===== src/design/sbsf_map.svh =====
// constants of the brake and status flag block: encodings, positions, lookup data
// assumes inclusion by bare name from files that also see sbsf_pkg
`ifndef SBSF_MAP_SVH
`define SBSF_MAP_SVH

// electrical angle: 4 quadrants of 32 micro positions
`define SBSF_ANGLE_W      7
`define SBSF_QUAD_HI      6
`define SBSF_QUAD_LO      5
`define SBSF_OFF_HI       4
`define SBSF_OFF_W        5
`define SBSF_THETA_FULL   6'h20
`define SBSF_ANGLE_INIT   7'h10
`define SBSF_ANGLE_ZERO   7'h00

// current ratio in percent
`define SBSF_RATIO_W      7
`define SBSF_RATIO_FULL   7'h64
`define SBSF_RATIO_ZERO   7'h00

// step resolution select codes
`define SBSF_RES_STANDBY  3'h0
`define SBSF_RES_FULL     3'h1
`define SBSF_RES_HALF_A   3'h2
`define SBSF_RES_QUARTER  3'h3
`define SBSF_RES_HALF_B   3'h4
`define SBSF_RES_EIGHTH   3'h5
`define SBSF_RES_SIXTEEN  3'h6
`define SBSF_RES_THIRTY2  3'h7

// angle advance per step clock, in micro positions
`define SBSF_INC_32       7'h20
`define SBSF_INC_16       7'h10
`define SBSF_INC_8        7'h08
`define SBSF_INC_4        7'h04
`define SBSF_INC_2        7'h02
`define SBSF_INC_1        7'h01

// ratio per theta index, theta 32 first down to theta 0
`define SBSF_RATIO_LUT {7'h64, 7'h64, 7'h64, 7'h63, 7'h62, 7'h61, 7'h60, 7'h5E, \
                        7'h5C, 7'h5A, 7'h58, 7'h56, 7'h53, 7'h50, 7'h4D, 7'h4A, \
                        7'h47, 7'h43, 7'h3F, 7'h3C, 7'h38, 7'h34, 7'h2F, 7'h2B, \
                        7'h26, 7'h22, 7'h1D, 7'h19, 7'h14, 7'h0F, 7'h0A, 7'h05, 7'h00}

`endif


===== src/design/sbsf_pkg.sv =====
// types shared by the brake and status flag block
// assumes nothing beyond a SystemVerilog compiler
package sbsf_pkg;

    typedef enum logic [2:0] {
        MODE_STANDBY = 3'b001,
        MODE_RUN     = 3'b010,
        MODE_FAULT   = 3'b100
    } sbsf_mode_e;

    // phase output switch enables, high = transistor conducts
    typedef struct packed {
        logic aPlus;
        logic aMinus;
        logic bPlus;
        logic bMinus;
    } sbsf_drive_s;

    // open-drain flag pull-down enables, high = line pulled low
    typedef struct packed {
        logic initialAngleFlag;
        logic faultFlag;
        logic thermalAlarmFlag;
    } sbsf_flags_s;

    typedef logic [6:0] sbsf_angle_t;

endpackage


===== src/design/sbsf_angle_ctr.sv =====
// electrical angle counter of the stepper driver
// assumes the step pulse is a one-cycle enable in the clk_sys domain
`timescale 1ns/1ps
`include "sbsf_map.svh"

module sbsf_angle_ctr (
    // clock and reset
    input  wire logic              clk_sys,
    input  wire logic              resetn,
    // control
    input  wire logic              stepPulse,
    input  wire logic              dirCw,
    input  wire logic [6:0]        stepInc,
    input  wire logic              home,
    // state
    output sbsf_pkg::sbsf_angle_t  angle
);

    sbsf_pkg::sbsf_angle_t next_angle;

    always_comb begin
        next_angle = angle;
        if (home) begin
            next_angle = `SBSF_ANGLE_INIT;
        end else if (stepPulse) begin
            // wraps modulo one electrical turn
            if (dirCw) begin
                next_angle = angle + stepInc;
            end else begin
                next_angle = angle - stepInc;
            end
        end
    end

    always_ff @(posedge clk_sys or negedge resetn) begin
        if (!resetn) begin
            angle <= `SBSF_ANGLE_INIT;
        end else begin
            angle <= next_angle;
        end
    end

endmodule


===== src/design/sbsf_top.sv =====
// brake handling and status flag logic of a clock-stepped unipolar stepper driver
// assumes all inputs synchronous to clk_sys; flags drive open-drain pads externally
`timescale 1ns/1ps
`include "sbsf_map.svh"

module sbsf_top (
    // clock and reset
    input  wire logic                  clk_sys,
    input  wire logic                  resetn,
    // host control pins
    input  wire logic                  stepClk,
    input  wire logic                  dirCw,
    input  wire logic                  outputEnable,
    input  wire logic                  brake,
    input  wire logic [2:0]            stepResolutionSelect,
    // analog side indications
    input  wire logic                  currentControlOn,
    input  wire logic                  motorSupplyOk,
    input  wire logic                  thermalShutdown,
    input  wire logic                  overcurrentShutdown,
    input  wire logic                  alarmTempHot,
    input  wire logic                  alarmTempCool,
    // phase drive
    output sbsf_pkg::sbsf_drive_s      drive,
    output logic [6:0]                 ratioA,
    output logic [6:0]                 ratioB,
    // status
    output sbsf_pkg::sbsf_flags_s      flags,
    output sbsf_pkg::sbsf_angle_t      angleOut
);

    localparam logic [32:0][6:0] RATIO_LUT = `SBSF_RATIO_LUT;

    ////////////////////////////////////////////////////////////////////////////////
    // decoding helpers used by the blocks below

    function automatic logic [6:0] stepIncOf(input logic [2:0] sel);
        logic [6:0] inc;
        inc = `SBSF_INC_1;
        unique case (sel)
            `SBSF_RES_FULL:    inc = `SBSF_INC_32;
            `SBSF_RES_HALF_A,
            `SBSF_RES_HALF_B:  inc = `SBSF_INC_16;
            `SBSF_RES_QUARTER: inc = `SBSF_INC_8;
            `SBSF_RES_EIGHTH:  inc = `SBSF_INC_4;
            `SBSF_RES_SIXTEEN: inc = `SBSF_INC_2;
            `SBSF_RES_THIRTY2: inc = `SBSF_INC_1;
            `SBSF_RES_STANDBY: inc = `SBSF_INC_1;
        endcase
        return inc;
    endfunction

    // quadrants 0 and 3 carry positive A, quadrants 0 and 1 positive B
    function automatic logic phasePositive(input sbsf_pkg::sbsf_angle_t ang, input logic isB);
        logic [1:0] q;
        q = ang[`SBSF_QUAD_HI:`SBSF_QUAD_LO];
        return isB ? !q[1] : (q[1] == q[0]);
    endfunction

    function automatic logic [6:0] magnitudeOf(input sbsf_pkg::sbsf_angle_t ang,
                                               input logic isB);
        logic [5:0] off;
        logic [5:0] idx;
        off = {1'b0, ang[`SBSF_OFF_HI:0]};
        // A follows cosine, B follows sine; odd quadrants swap the roles
        if (isB ^ ang[`SBSF_QUAD_LO]) begin
            idx = off;
        end else begin
            idx = `SBSF_THETA_FULL - off;
        end
        return RATIO_LUT[idx];
    endfunction

    ////////////////////////////////////////////////////////////////////////////////
    // step clock edge and standby

    logic                   stepClkPrev;
    logic                   next_stepClkPrev;
    logic                   stepPulse;
    logic                   standby;
    sbsf_pkg::sbsf_angle_t  angle;

    assign standby   = (stepResolutionSelect == `SBSF_RES_STANDBY);
    // brake does not gate the step pulse
    assign stepPulse = stepClk && !stepClkPrev && !standby;

    always_comb begin
        next_stepClkPrev = stepClk;
    end

    always_ff @(posedge clk_sys or negedge resetn) begin
        if (!resetn) begin
            stepClkPrev <= 1'b0;
        end else begin
            stepClkPrev <= next_stepClkPrev;
        end
    end

    // standby returns the logic to the initial angle
    sbsf_angle_ctr u_angle (
        .clk_sys   (clk_sys),
        .resetn    (resetn),
        .stepPulse (stepPulse),
        .dirCw     (dirCw),
        .stepInc   (stepIncOf(stepResolutionSelect)),
        .home      (standby),
        .angle     (angle)
    );

    ////////////////////////////////////////////////////////////////////////////////
    // mode and fault latch

    sbsf_pkg::sbsf_mode_e mode;
    sbsf_pkg::sbsf_mode_e next_mode;
    logic                 shutdownEvent;

    assign shutdownEvent = thermalShutdown || overcurrentShutdown;

    always_comb begin
        next_mode = mode;
        // an event in the same cycle as a release keeps the latch set
        if (shutdownEvent) begin
            next_mode = sbsf_pkg::MODE_FAULT;
        end else if (standby || !motorSupplyOk) begin
            next_mode = sbsf_pkg::MODE_STANDBY;
        end else begin
            unique case (mode)
                sbsf_pkg::MODE_STANDBY: next_mode = sbsf_pkg::MODE_RUN;
                sbsf_pkg::MODE_RUN:     next_mode = sbsf_pkg::MODE_RUN;
                sbsf_pkg::MODE_FAULT:   next_mode = sbsf_pkg::MODE_FAULT;
                default:                next_mode = sbsf_pkg::MODE_STANDBY;
            endcase
        end
    end

    always_ff @(posedge clk_sys or negedge resetn) begin
        if (!resetn) begin
            mode <= sbsf_pkg::MODE_STANDBY;
        end else begin
            mode <= next_mode;
        end
    end

    ////////////////////////////////////////////////////////////////////////////////
    // phase drive and current ratio

    sbsf_pkg::sbsf_drive_s next_drive;
    logic [6:0]            next_ratioA;
    logic [6:0]            next_ratioB;
    logic                  posA;
    logic                  posB;

    assign posA = phasePositive(angle, 1'b0);
    assign posB = phasePositive(angle, 1'b1);

    always_comb begin
        next_drive  = '0;
        next_ratioA = `SBSF_RATIO_ZERO;
        next_ratioB = `SBSF_RATIO_ZERO;
        if (mode == sbsf_pkg::MODE_RUN && outputEnable) begin
            if (brake && !currentControlOn) begin
                next_drive  = '1;
                next_ratioA = `SBSF_RATIO_FULL;
                next_ratioB = `SBSF_RATIO_FULL;
            end else begin
                // sign picks which switch conducts in charge
                next_drive.aPlus  = posA;
                next_drive.aMinus = !posA;
                next_drive.bPlus  = posB;
                next_drive.bMinus = !posB;
                if (brake) begin
                    next_ratioA = `SBSF_RATIO_FULL;
                    next_ratioB = `SBSF_RATIO_FULL;
                end else begin
                    next_ratioA = magnitudeOf(angle, 1'b0);
                    next_ratioB = magnitudeOf(angle, 1'b1);
                end
            end
        end
    end

    always_ff @(posedge clk_sys or negedge resetn) begin
        if (!resetn) begin
            drive  <= '0;
            ratioA <= `SBSF_RATIO_ZERO;
            ratioB <= `SBSF_RATIO_ZERO;
        end else begin
            drive  <= next_drive;
            ratioA <= next_ratioA;
            ratioB <= next_ratioB;
        end
    end

    ////////////////////////////////////////////////////////////////////////////////
    // open-drain status flags

    sbsf_pkg::sbsf_flags_s next_flags;
    sbsf_pkg::sbsf_angle_t next_angleOut;

    always_comb begin
        next_angleOut               = angle;
        next_flags.initialAngleFlag = (angle == `SBSF_ANGLE_INIT);
        next_flags.faultFlag        = (next_mode == sbsf_pkg::MODE_FAULT);
        // hysteresis lives in the sensor; hot wins if both indications assert
        if (alarmTempHot) begin
            next_flags.thermalAlarmFlag = 1'b1;
        end else if (alarmTempCool) begin
            next_flags.thermalAlarmFlag = 1'b0;
        end else begin
            next_flags.thermalAlarmFlag = flags.thermalAlarmFlag;
        end
    end

    always_ff @(posedge clk_sys or negedge resetn) begin
        if (!resetn) begin
            flags    <= '0;
            angleOut <= `SBSF_ANGLE_INIT;
        end else begin
            flags    <= next_flags;
            angleOut <= next_angleOut;
        end
    end

endmodule


===== config.mk =====
export PLATFORM = sky130hd
export DESIGN_NAME = sbsf_top
export DESIGN_NICKNAME = d
export VERILOG_FILES = /design/src/design/sbsf_pkg.sv /design/src/design/sbsf_angle_ctr.sv /design/src/design/sbsf_top.sv
export VERILOG_INCLUDE_DIRS = /design/src /design/src/design
export SDC_FILE = /design/constraint.sdc
export NUM_CORES = 1
export LEC_CHECK = 0
export BUFFER_PORTS_ARGS = -buffer_cell sky130_fd_sc_hd__buf_2
export CAP_MARGIN = 5
export CORE_MARGIN = 2
export CORE_UTILIZATION = 25
export DETAILED_ROUTE_END_ITERATION = 6
export GPL_TIMING_DRIVEN = 0
export PLACE_DENSITY_LB_ADDON = 0.1
export SLEW_MARGIN = 20
export SYNTH_ARGS = -nofsm -noshare
export SYNTH_HDL_FRONTEND = slang
export SYNTH_HIERARCHICAL = 1
export SYNTH_SLANG_ARGS = --single-unit

===== constraint.sdc =====
create_clock -name clk_sys -period 3.5 [get_ports clk_sys]
set_input_delay 0.525 -clock clk_sys [delete_from_list [all_inputs] [get_ports clk_sys]]
set_output_delay 0.525 -clock clk_sys [all_outputs]
set_load 0.005 [all_outputs]

==> flow_metrics.env, run 1 <==
export IMPL_status="complete, no violations"
export IMPL_finish_utilization_pct=30.16
export IMPL_die_h_um=114.8
export IMPL_rows=40
export IMPL_p_leak_nw=1.678
export IMPL_firstDrtPassIters=6
export IMPL_sw_frac_of_total_pct=47.71
export IMPL_synthArstFlopShare_pct=100.0
export IMPL_placeableCoreArea_sq_mm=0.01201
export IMPL_rsz0062_at_grt="false"
export IMPL_numCtsBuffers=5
export IMPL_power_frac_seq_pct=20.7
export IMPL_antenna_cells=0
export IMPL_clock_latency_ns=0.29
export IMPL_synth_seq_area_share_pct=31.92
export IMPL_post_cts_setup_buffers=0
export IMPL_setup_viol=0
export IMPL_grt_max_degree=40
export IMPL_clk_pin_slew_ns=0.06
export IMPL_avgSynthCellArea_sq_um=9.502
export IMPL_antenna_found_initial=0
export IMPL_nNetsFinal=410
export IMPL_finalWirelength_um=7517
export IMPL_root_buffer="clkbuf_16"
export IMPL_io_buffers=42
export IMPL_ant_nets=0
export IMPL_synth_top_flop_cell="dfrtp_1"
export IMPL_htreeDepth=2
export IMPL_stdcell_area_sq_mm=0.003622
export IMPL_synthCells=323
export IMPL_wl_per_cell_um=14.46
export IMPL_synth_edf_count=0
export IMPL_grt_total_usage_pct=12.30
export IMPL_hp_class="input pin to async pin"
export IMPL_boundaryPins=43
export IMPL_yosys_warnings=6
export IMPL_power_switching_mw=1.507
export IMPL_post_route_period_util_pct=91.81
export IMPL_intPower_mw=1.653
export IMPL_power_density_mw_per_mm2=872.4
export IMPL_clk_path_buf_depth=2
export IMPL_crit_arrival_ns=3.41
export IMPL_criticalPathCategory="flip-flop to flip-flop"
export IMPL_clock_sinks=39
export IMPL_ys_types=68
export IMPL_crit_required_ns=3.70
export IMPL_cp_start_kind="flip-flop"
export IMPL_dp_hpwl_um=5812
export IMPL_final_common_cell="buf_2"
export IMPL_min_period_ns=3.213
export IMPL_worstPathMaxFanout=12
export IMPL_die_area_sq_mm=0.01318
export IMPL_grt_pass1_vias=2522
export IMPL_dr_total_vias=2548
export IMPL_die_width_um=114.8
export IMPL_grt_pass1_wl_um=12770
export IMPL_routabilityCongestion=0.8309
export IMPL_cts_tree="done"
export IMPL_end_kind="flip-flop"
export IMPL_synthToLayoutAreaGrowth_pct=18.02
export IMPL_hold_viol=0
export IMPL_layout_setup_ws_ns=0.2866
export IMPL_slew_headroom_pct=41.67
export IMPL_via_per_inst=4.900
export IMPL_ir_drop_uv=241.4
export IMPL_skew_ns=0.007480
export IMPL_grt_overflow=0
export IMPL_clkPwrFrac_pct=14.6
export IMPL_drtIter0Drc=93
export IMPL_combinationalPowerShare_pct=64.7
export IMPL_drive_gt1_share_pct=23.32
export IMPL_drv_slew=0
export IMPL_start_util_pct=25.55
export IMPL_cap_violations=0
export IMPL_netlist_area_sq_mm=0.003069
export IMPL_tightest_slew_ns=0.8749
export IMPL_syn_nets=361
export IMPL_finalPower_mw=3.160
export IMPL_drc=0
export IMPL_fmax_mhz=311.2
export IMPL_synth_seq_cells=39
export IMPL_final_cell_mix="buf_2 (50), dfrtp_1 (35), nor2_1 (27)"
export IMPL_worst_hold_slack_ns=0.3350
export IMPL_place_ws_ns=-0.4242
export IMPL_postPlaceCellArea_sq_mm=0.003463
what timing repair did:
action / in CTS / in global routing
hold buffers: 0 / 0
endpoints found under the setup margin: 6 / 3
resized for setup: 2 / 2
area by class of cell:
class,count,area [sq um]
clock inverters,3,25.02
fillers,1302,8389
inverters,20,75.07
repair buffers,42,210.2
flip-flops and latches,39,980.9
clock buffers,5,125.1
well taps,147,183.9
multi-input cells,249,1933
plain buffers,15,88.84
flip-flops by register name (all words and copies together) (netlist names):
signal / flops
ratioB: 7
drive: 4
u_angle/angle: 7
flags: 3
angleOut: 7
stepClkPrev: 1
ratioA: 7
mode: 3
power by group through the flow:
stage | Combinational, mW | Sequential [mW] | Clock [mW]
6_report | 2.05 | 0.655 | 0.460
5_1_grt | 2.31 | 0.675 | 0.497
4_1_cts | 2.04 | 0.661 | 0.481
3_5_place_dp | 2.02 | 0.668 | 0
3_3_place_gp | 2.05 | 0.669 | 0
2_1_floorplan | 1.60 | 0.626 | 0
layer usage:
| metal | global-route usage (%) | routed length (um) | vias to the layer above |
|---|---|---|---|
| met5 | 0 | 0 | - |
| met4 | 4.739 | 143 | 0 |
| met3 | 2.267 | 258 | 8 |
| met2 | 21.70 | 3834 | 59 |
| met1 | 14.90 | 3281 | 1218 |
| li1 | - | - | 1263 |
worst paths after layout:
path / depth (start not counted) / startpoint / endpoint / slack (ns)
min in group clk_sys: 1 / stepClk / stepClkPrev$_DFF_PN0_ / 0.35
max: 11 / u_angle/angle[0]$_DFFE_PN0P_ / ratioB[2]$_DFF_PN0_ / 0.29
max in group asynchronous: 1 / resetn / u_angle/angle[0]$_DFFE_PN0P_ / 2.53
max reg2reg: 11 / u_angle/angle[0]$_DFFE_PN0P_ / ratioB[2]$_DFF_PN0_ / 0.29
min: 1 / resetn / ratioB[3]$_DFF_PN0_ / 0.33
min reg2reg: 1 / flags[0]$_DFFE_PN0P_ / flags[0]$_DFFE_PN0P_ / 0.48
synth_stat cells, types with 5 or more instances:
cell      instances  area (sq um)
dfrtp_1          36         900.9
nor2_1           27         101.4
a21oi_1          23         115.1
ha_1             22         275.3
nand2_1          21         78.83
inv_1            19         71.32
xnor2_1          12         105.1
a31oi_1          10         62.56
mux2i_1          10         100.1
o21ai_0           9         45.04
buf_2             8         40.04
nand2b_1          8         50.05
nor3_1            7         35.03
xor2_1            7         61.31
or3_1             5         31.28
metrics by stage:
step,setup TNS (ns),instances
finish,0,520
global route,0,520
CTS,0,520
detailed placement,-1.001,512
global placement,-1.181,512
floorplan,0,323
worst max-delay path: stages (launching register included):
cell and delay (ns):
dfrtp_2 0.53, buf_2 0.32, inv_1 0.25, ha_1 0.46, nand2_1 0.10, o21ai_2 0.17, inv_1 0.22, ha_1 0.26
mux4_2 0.46, nand2_1 0.08, o21ai_1 0.07, a21oi_1 0.20
cell families (layout without fill, tap and decap cells):
kind of cell               count (synthesis)  after routing  share of synthesized area (%)
and+or+nand+nor                          100            100                          17.77
adders and majority gates                 24             24                          9.947
other                                      1              1                         0.1222
muxes                                     13             13                          5.096
xor gates and xnor gates                  24             24                          9.906
AOI/OAI and AO/OA                         87             87                          19.89
buffers and inverters                     35             85                          5.340
DFF                                       39             39                          31.92
Power figures use the tool's default switching activity.
==> inputs of run 2 (changes only) <==
- CORE_UTILIZATION: 25 -> 53
- SETUP_SLACK_MARGIN: default -> 0.5
- clock period: 3.5 -> 2.8 ns (I/O delays scaled with it)
==> flow_metrics.env, run 2 (synthesis results as in run 1) <==
export IMPL_status="complete, no violations"
export IMPL_synthToLayoutAreaGrowth_pct=25.11
export IMPL_antenna_found_initial=0
export IMPL_via_per_inst=5.683
export IMPL_grt_pass1_vias=2478
export IMPL_clock_sinks=39
export IMPL_p_leak_nw=1.766
export IMPL_place_ws_ns=-0.3665
export IMPL_placeableCoreArea_sq_mm=0.005540
export IMPL_skew_ns=0.008831
export IMPL_grt_overflow=0
export IMPL_post_route_period_util_pct=92.85
export IMPL_die_area_sq_mm=0.006416
export IMPL_boundaryPins=43
export IMPL_wl_per_cell_um=15.07
export IMPL_drtIter0Drc=99
export IMPL_clkPwrFrac_pct=9.4
export IMPL_crit_arrival_ns=2.78
export IMPL_root_buffer="clkbuf_8"
export IMPL_die_h_um=80.10
export IMPL_cts_tree="done"
export IMPL_clk_path_buf_depth=2
export IMPL_dp_hpwl_um=4918
export IMPL_drive_gt1_share_pct=33.25
export IMPL_postCtsHoldBufs=0
export IMPL_power_density_mw_per_mm2=1066
export IMPL_die_width_um=80.10
export IMPL_sw_frac_of_total_pct=48.08
export IMPL_worstPathMaxFanout=3
export IMPL_io_buffers=42
export IMPL_cp_start_kind="input pin"
export IMPL_ir_drop_uv=457.6
export IMPL_drv_slew=0
export IMPL_finalWirelength_um=6979
export IMPL_power_frac_seq_pct=19.1
export IMPL_start_util_pct=55.40
export IMPL_grt_max_degree=40
export IMPL_finish_utilization_pct=69.31
export IMPL_worst_hold_slack_ns=0.2348
export IMPL_grt_pass1_wl_um=11760
export IMPL_cap_violations=0
export IMPL_routabilityCongestion=0.8817
export IMPL_rows=27
export IMPL_hp_class="input pin to flip-flop"
export IMPL_antenna_cells=0
export IMPL_firstDrtPassIters=4
export IMPL_grt_total_usage_pct=23.40
export IMPL_htreeDepth=2
export IMPL_fillers=467
export IMPL_tightest_slew_ns=0.8778
export IMPL_clock_latency_ns=0.30
export IMPL_dr_total_vias=2631
export IMPL_criticalPathCategory="input pin to flip-flop"
export IMPL_layout_setup_ws_ns=0.2003
export IMPL_crit_required_ns=2.98
export IMPL_setup_viol=0
export IMPL_nNetsFinal=428
export IMPL_combinationalPowerShare_pct=71.5
export IMPL_final_common_cell="buf_2"
export IMPL_hold_viol=0
export IMPL_numCtsBuffers=5
export IMPL_rsz0062_at_grt="true"
export IMPL_fmax_mhz=384.7
export IMPL_intPower_mw=2.125
export IMPL_ant_nets=0
export IMPL_slew_headroom_pct=41.48
export IMPL_end_kind="flip-flop"
export IMPL_drc=0
export IMPL_power_switching_mw=1.968
export IMPL_min_period_ns=2.600
export IMPL_clk_pin_slew_ns=0.08
export IMPL_final_cell_mix="buf_2 (44), dfrtp_1 (34), nor2_1 (26)"
export IMPL_finalSetupTns_ns=0
run 2: changes by cell type in the layout (fill, tap and decap cells not counted), moves of 5 or more:
cell       before  now
buf_2          50   44
clkbuf_8        0    5
clkbuf_16       5    0
buf_6           1    7
inv_1          19   13
buf_4           4   20
ha_4            0    5
ha_1           22   16
run 2: cell type report:
cell class | count | area, sq um | share of cell area (%)
plain buffers | 15 | 103.9 | 2.704
clock buffers | 5 | 68.82 | 1.792
clock inverters | 3 | 25.02 | 0.6517
inverters | 20 | 82.58 | 2.151
multi-input cells | 249 | 2105 | 54.81
flip-flops and latches | 39 | 982.2 | 25.58
well taps | 72 | 90.09 | 2.346
repair buffers | 60 | 382.9 | 9.971
run 2: routing by layer:
layer	global-route usage [%]	vias to the layer above	part of all wire (%)
li1	-	1298	-
met1	28.81	1254	43
met2	41.25	68	52
met3	3.708	11	3.4
met4	8.305	0	1.7
met5	0	-	0
run 2: metrics by stage:
| stage | area, sq um | std cells | power, mW |
|---|---|---|---|
| floorplan | 3219 | 323 | 2.954 |
| global placement | 3520 | 437 | 3.448 |
| detailed placement | 3520 | 437 | 3.476 |
| CTS | 3774 | 458 | 3.961 |
| global route | 3840 | 463 | 4.449 |
| finish | 3840 | 463 | 4.093 |
run 2: final timing paths:
check                                        startpoint                            to  slack, ns  cells past startpoint
max                             stepResolutionSelect[0]  u_angle/angle[6]$_DFFE_PN0P_       0.20                     14
max in group asynchronous                        resetn  u_angle/angle[0]$_DFFE_PN0P_       1.96                      1
min in group asynchronous                        resetn           ratioA[0]$_DFF_PN0_       0.24                      1
max reg2reg                u_angle/angle[5]$_DFFE_PN0P_           ratioB[2]$_DFF_PN0_       0.37                     10
min reg2reg                u_angle/angle[2]$_DFFE_PN0P_         angleOut[2]$_DFF_PN0_       0.46                      0
min                                             stepClk         stepClkPrev$_DFF_PN0_       0.23                      1
run 2: worst max-delay path, stage by stage:
cell and delay, ns:
buf_8 0.10, or3_4 0.39, nand2_4 0.07, inv_2 0.04, ha_4 0.15, nor3b_4 0.15
nor2_1 0.11, xor2_1 0.24, ha_4 0.25, and2_4 0.14, o21ai_4 0.15, a211o_1 0.14
a21oi_1 0.06, a2111o_1 0.38
run 2: power by group through the flow:
| stage | logic, mW | clock network (mW) | registers, mW |
|---|---|---|---|
| after floorplan | 2.16 | 0 | 0.791 |
| after global placement | 2.63 | 0 | 0.822 |
| after detailed placement | 2.65 | 0 | 0.826 |
| after CTS | 2.78 | 0.402 | 0.779 |
| after global routing | 3.23 | 0.421 | 0.798 |
| final | 2.92 | 0.387 | 0.781 |
run 2: repair_timing:
action	CTS	global route
gates resized for setup	16	8
buffers inserted	13	5
endpoints found under the setup margin	18	13
pin swaps	16	9
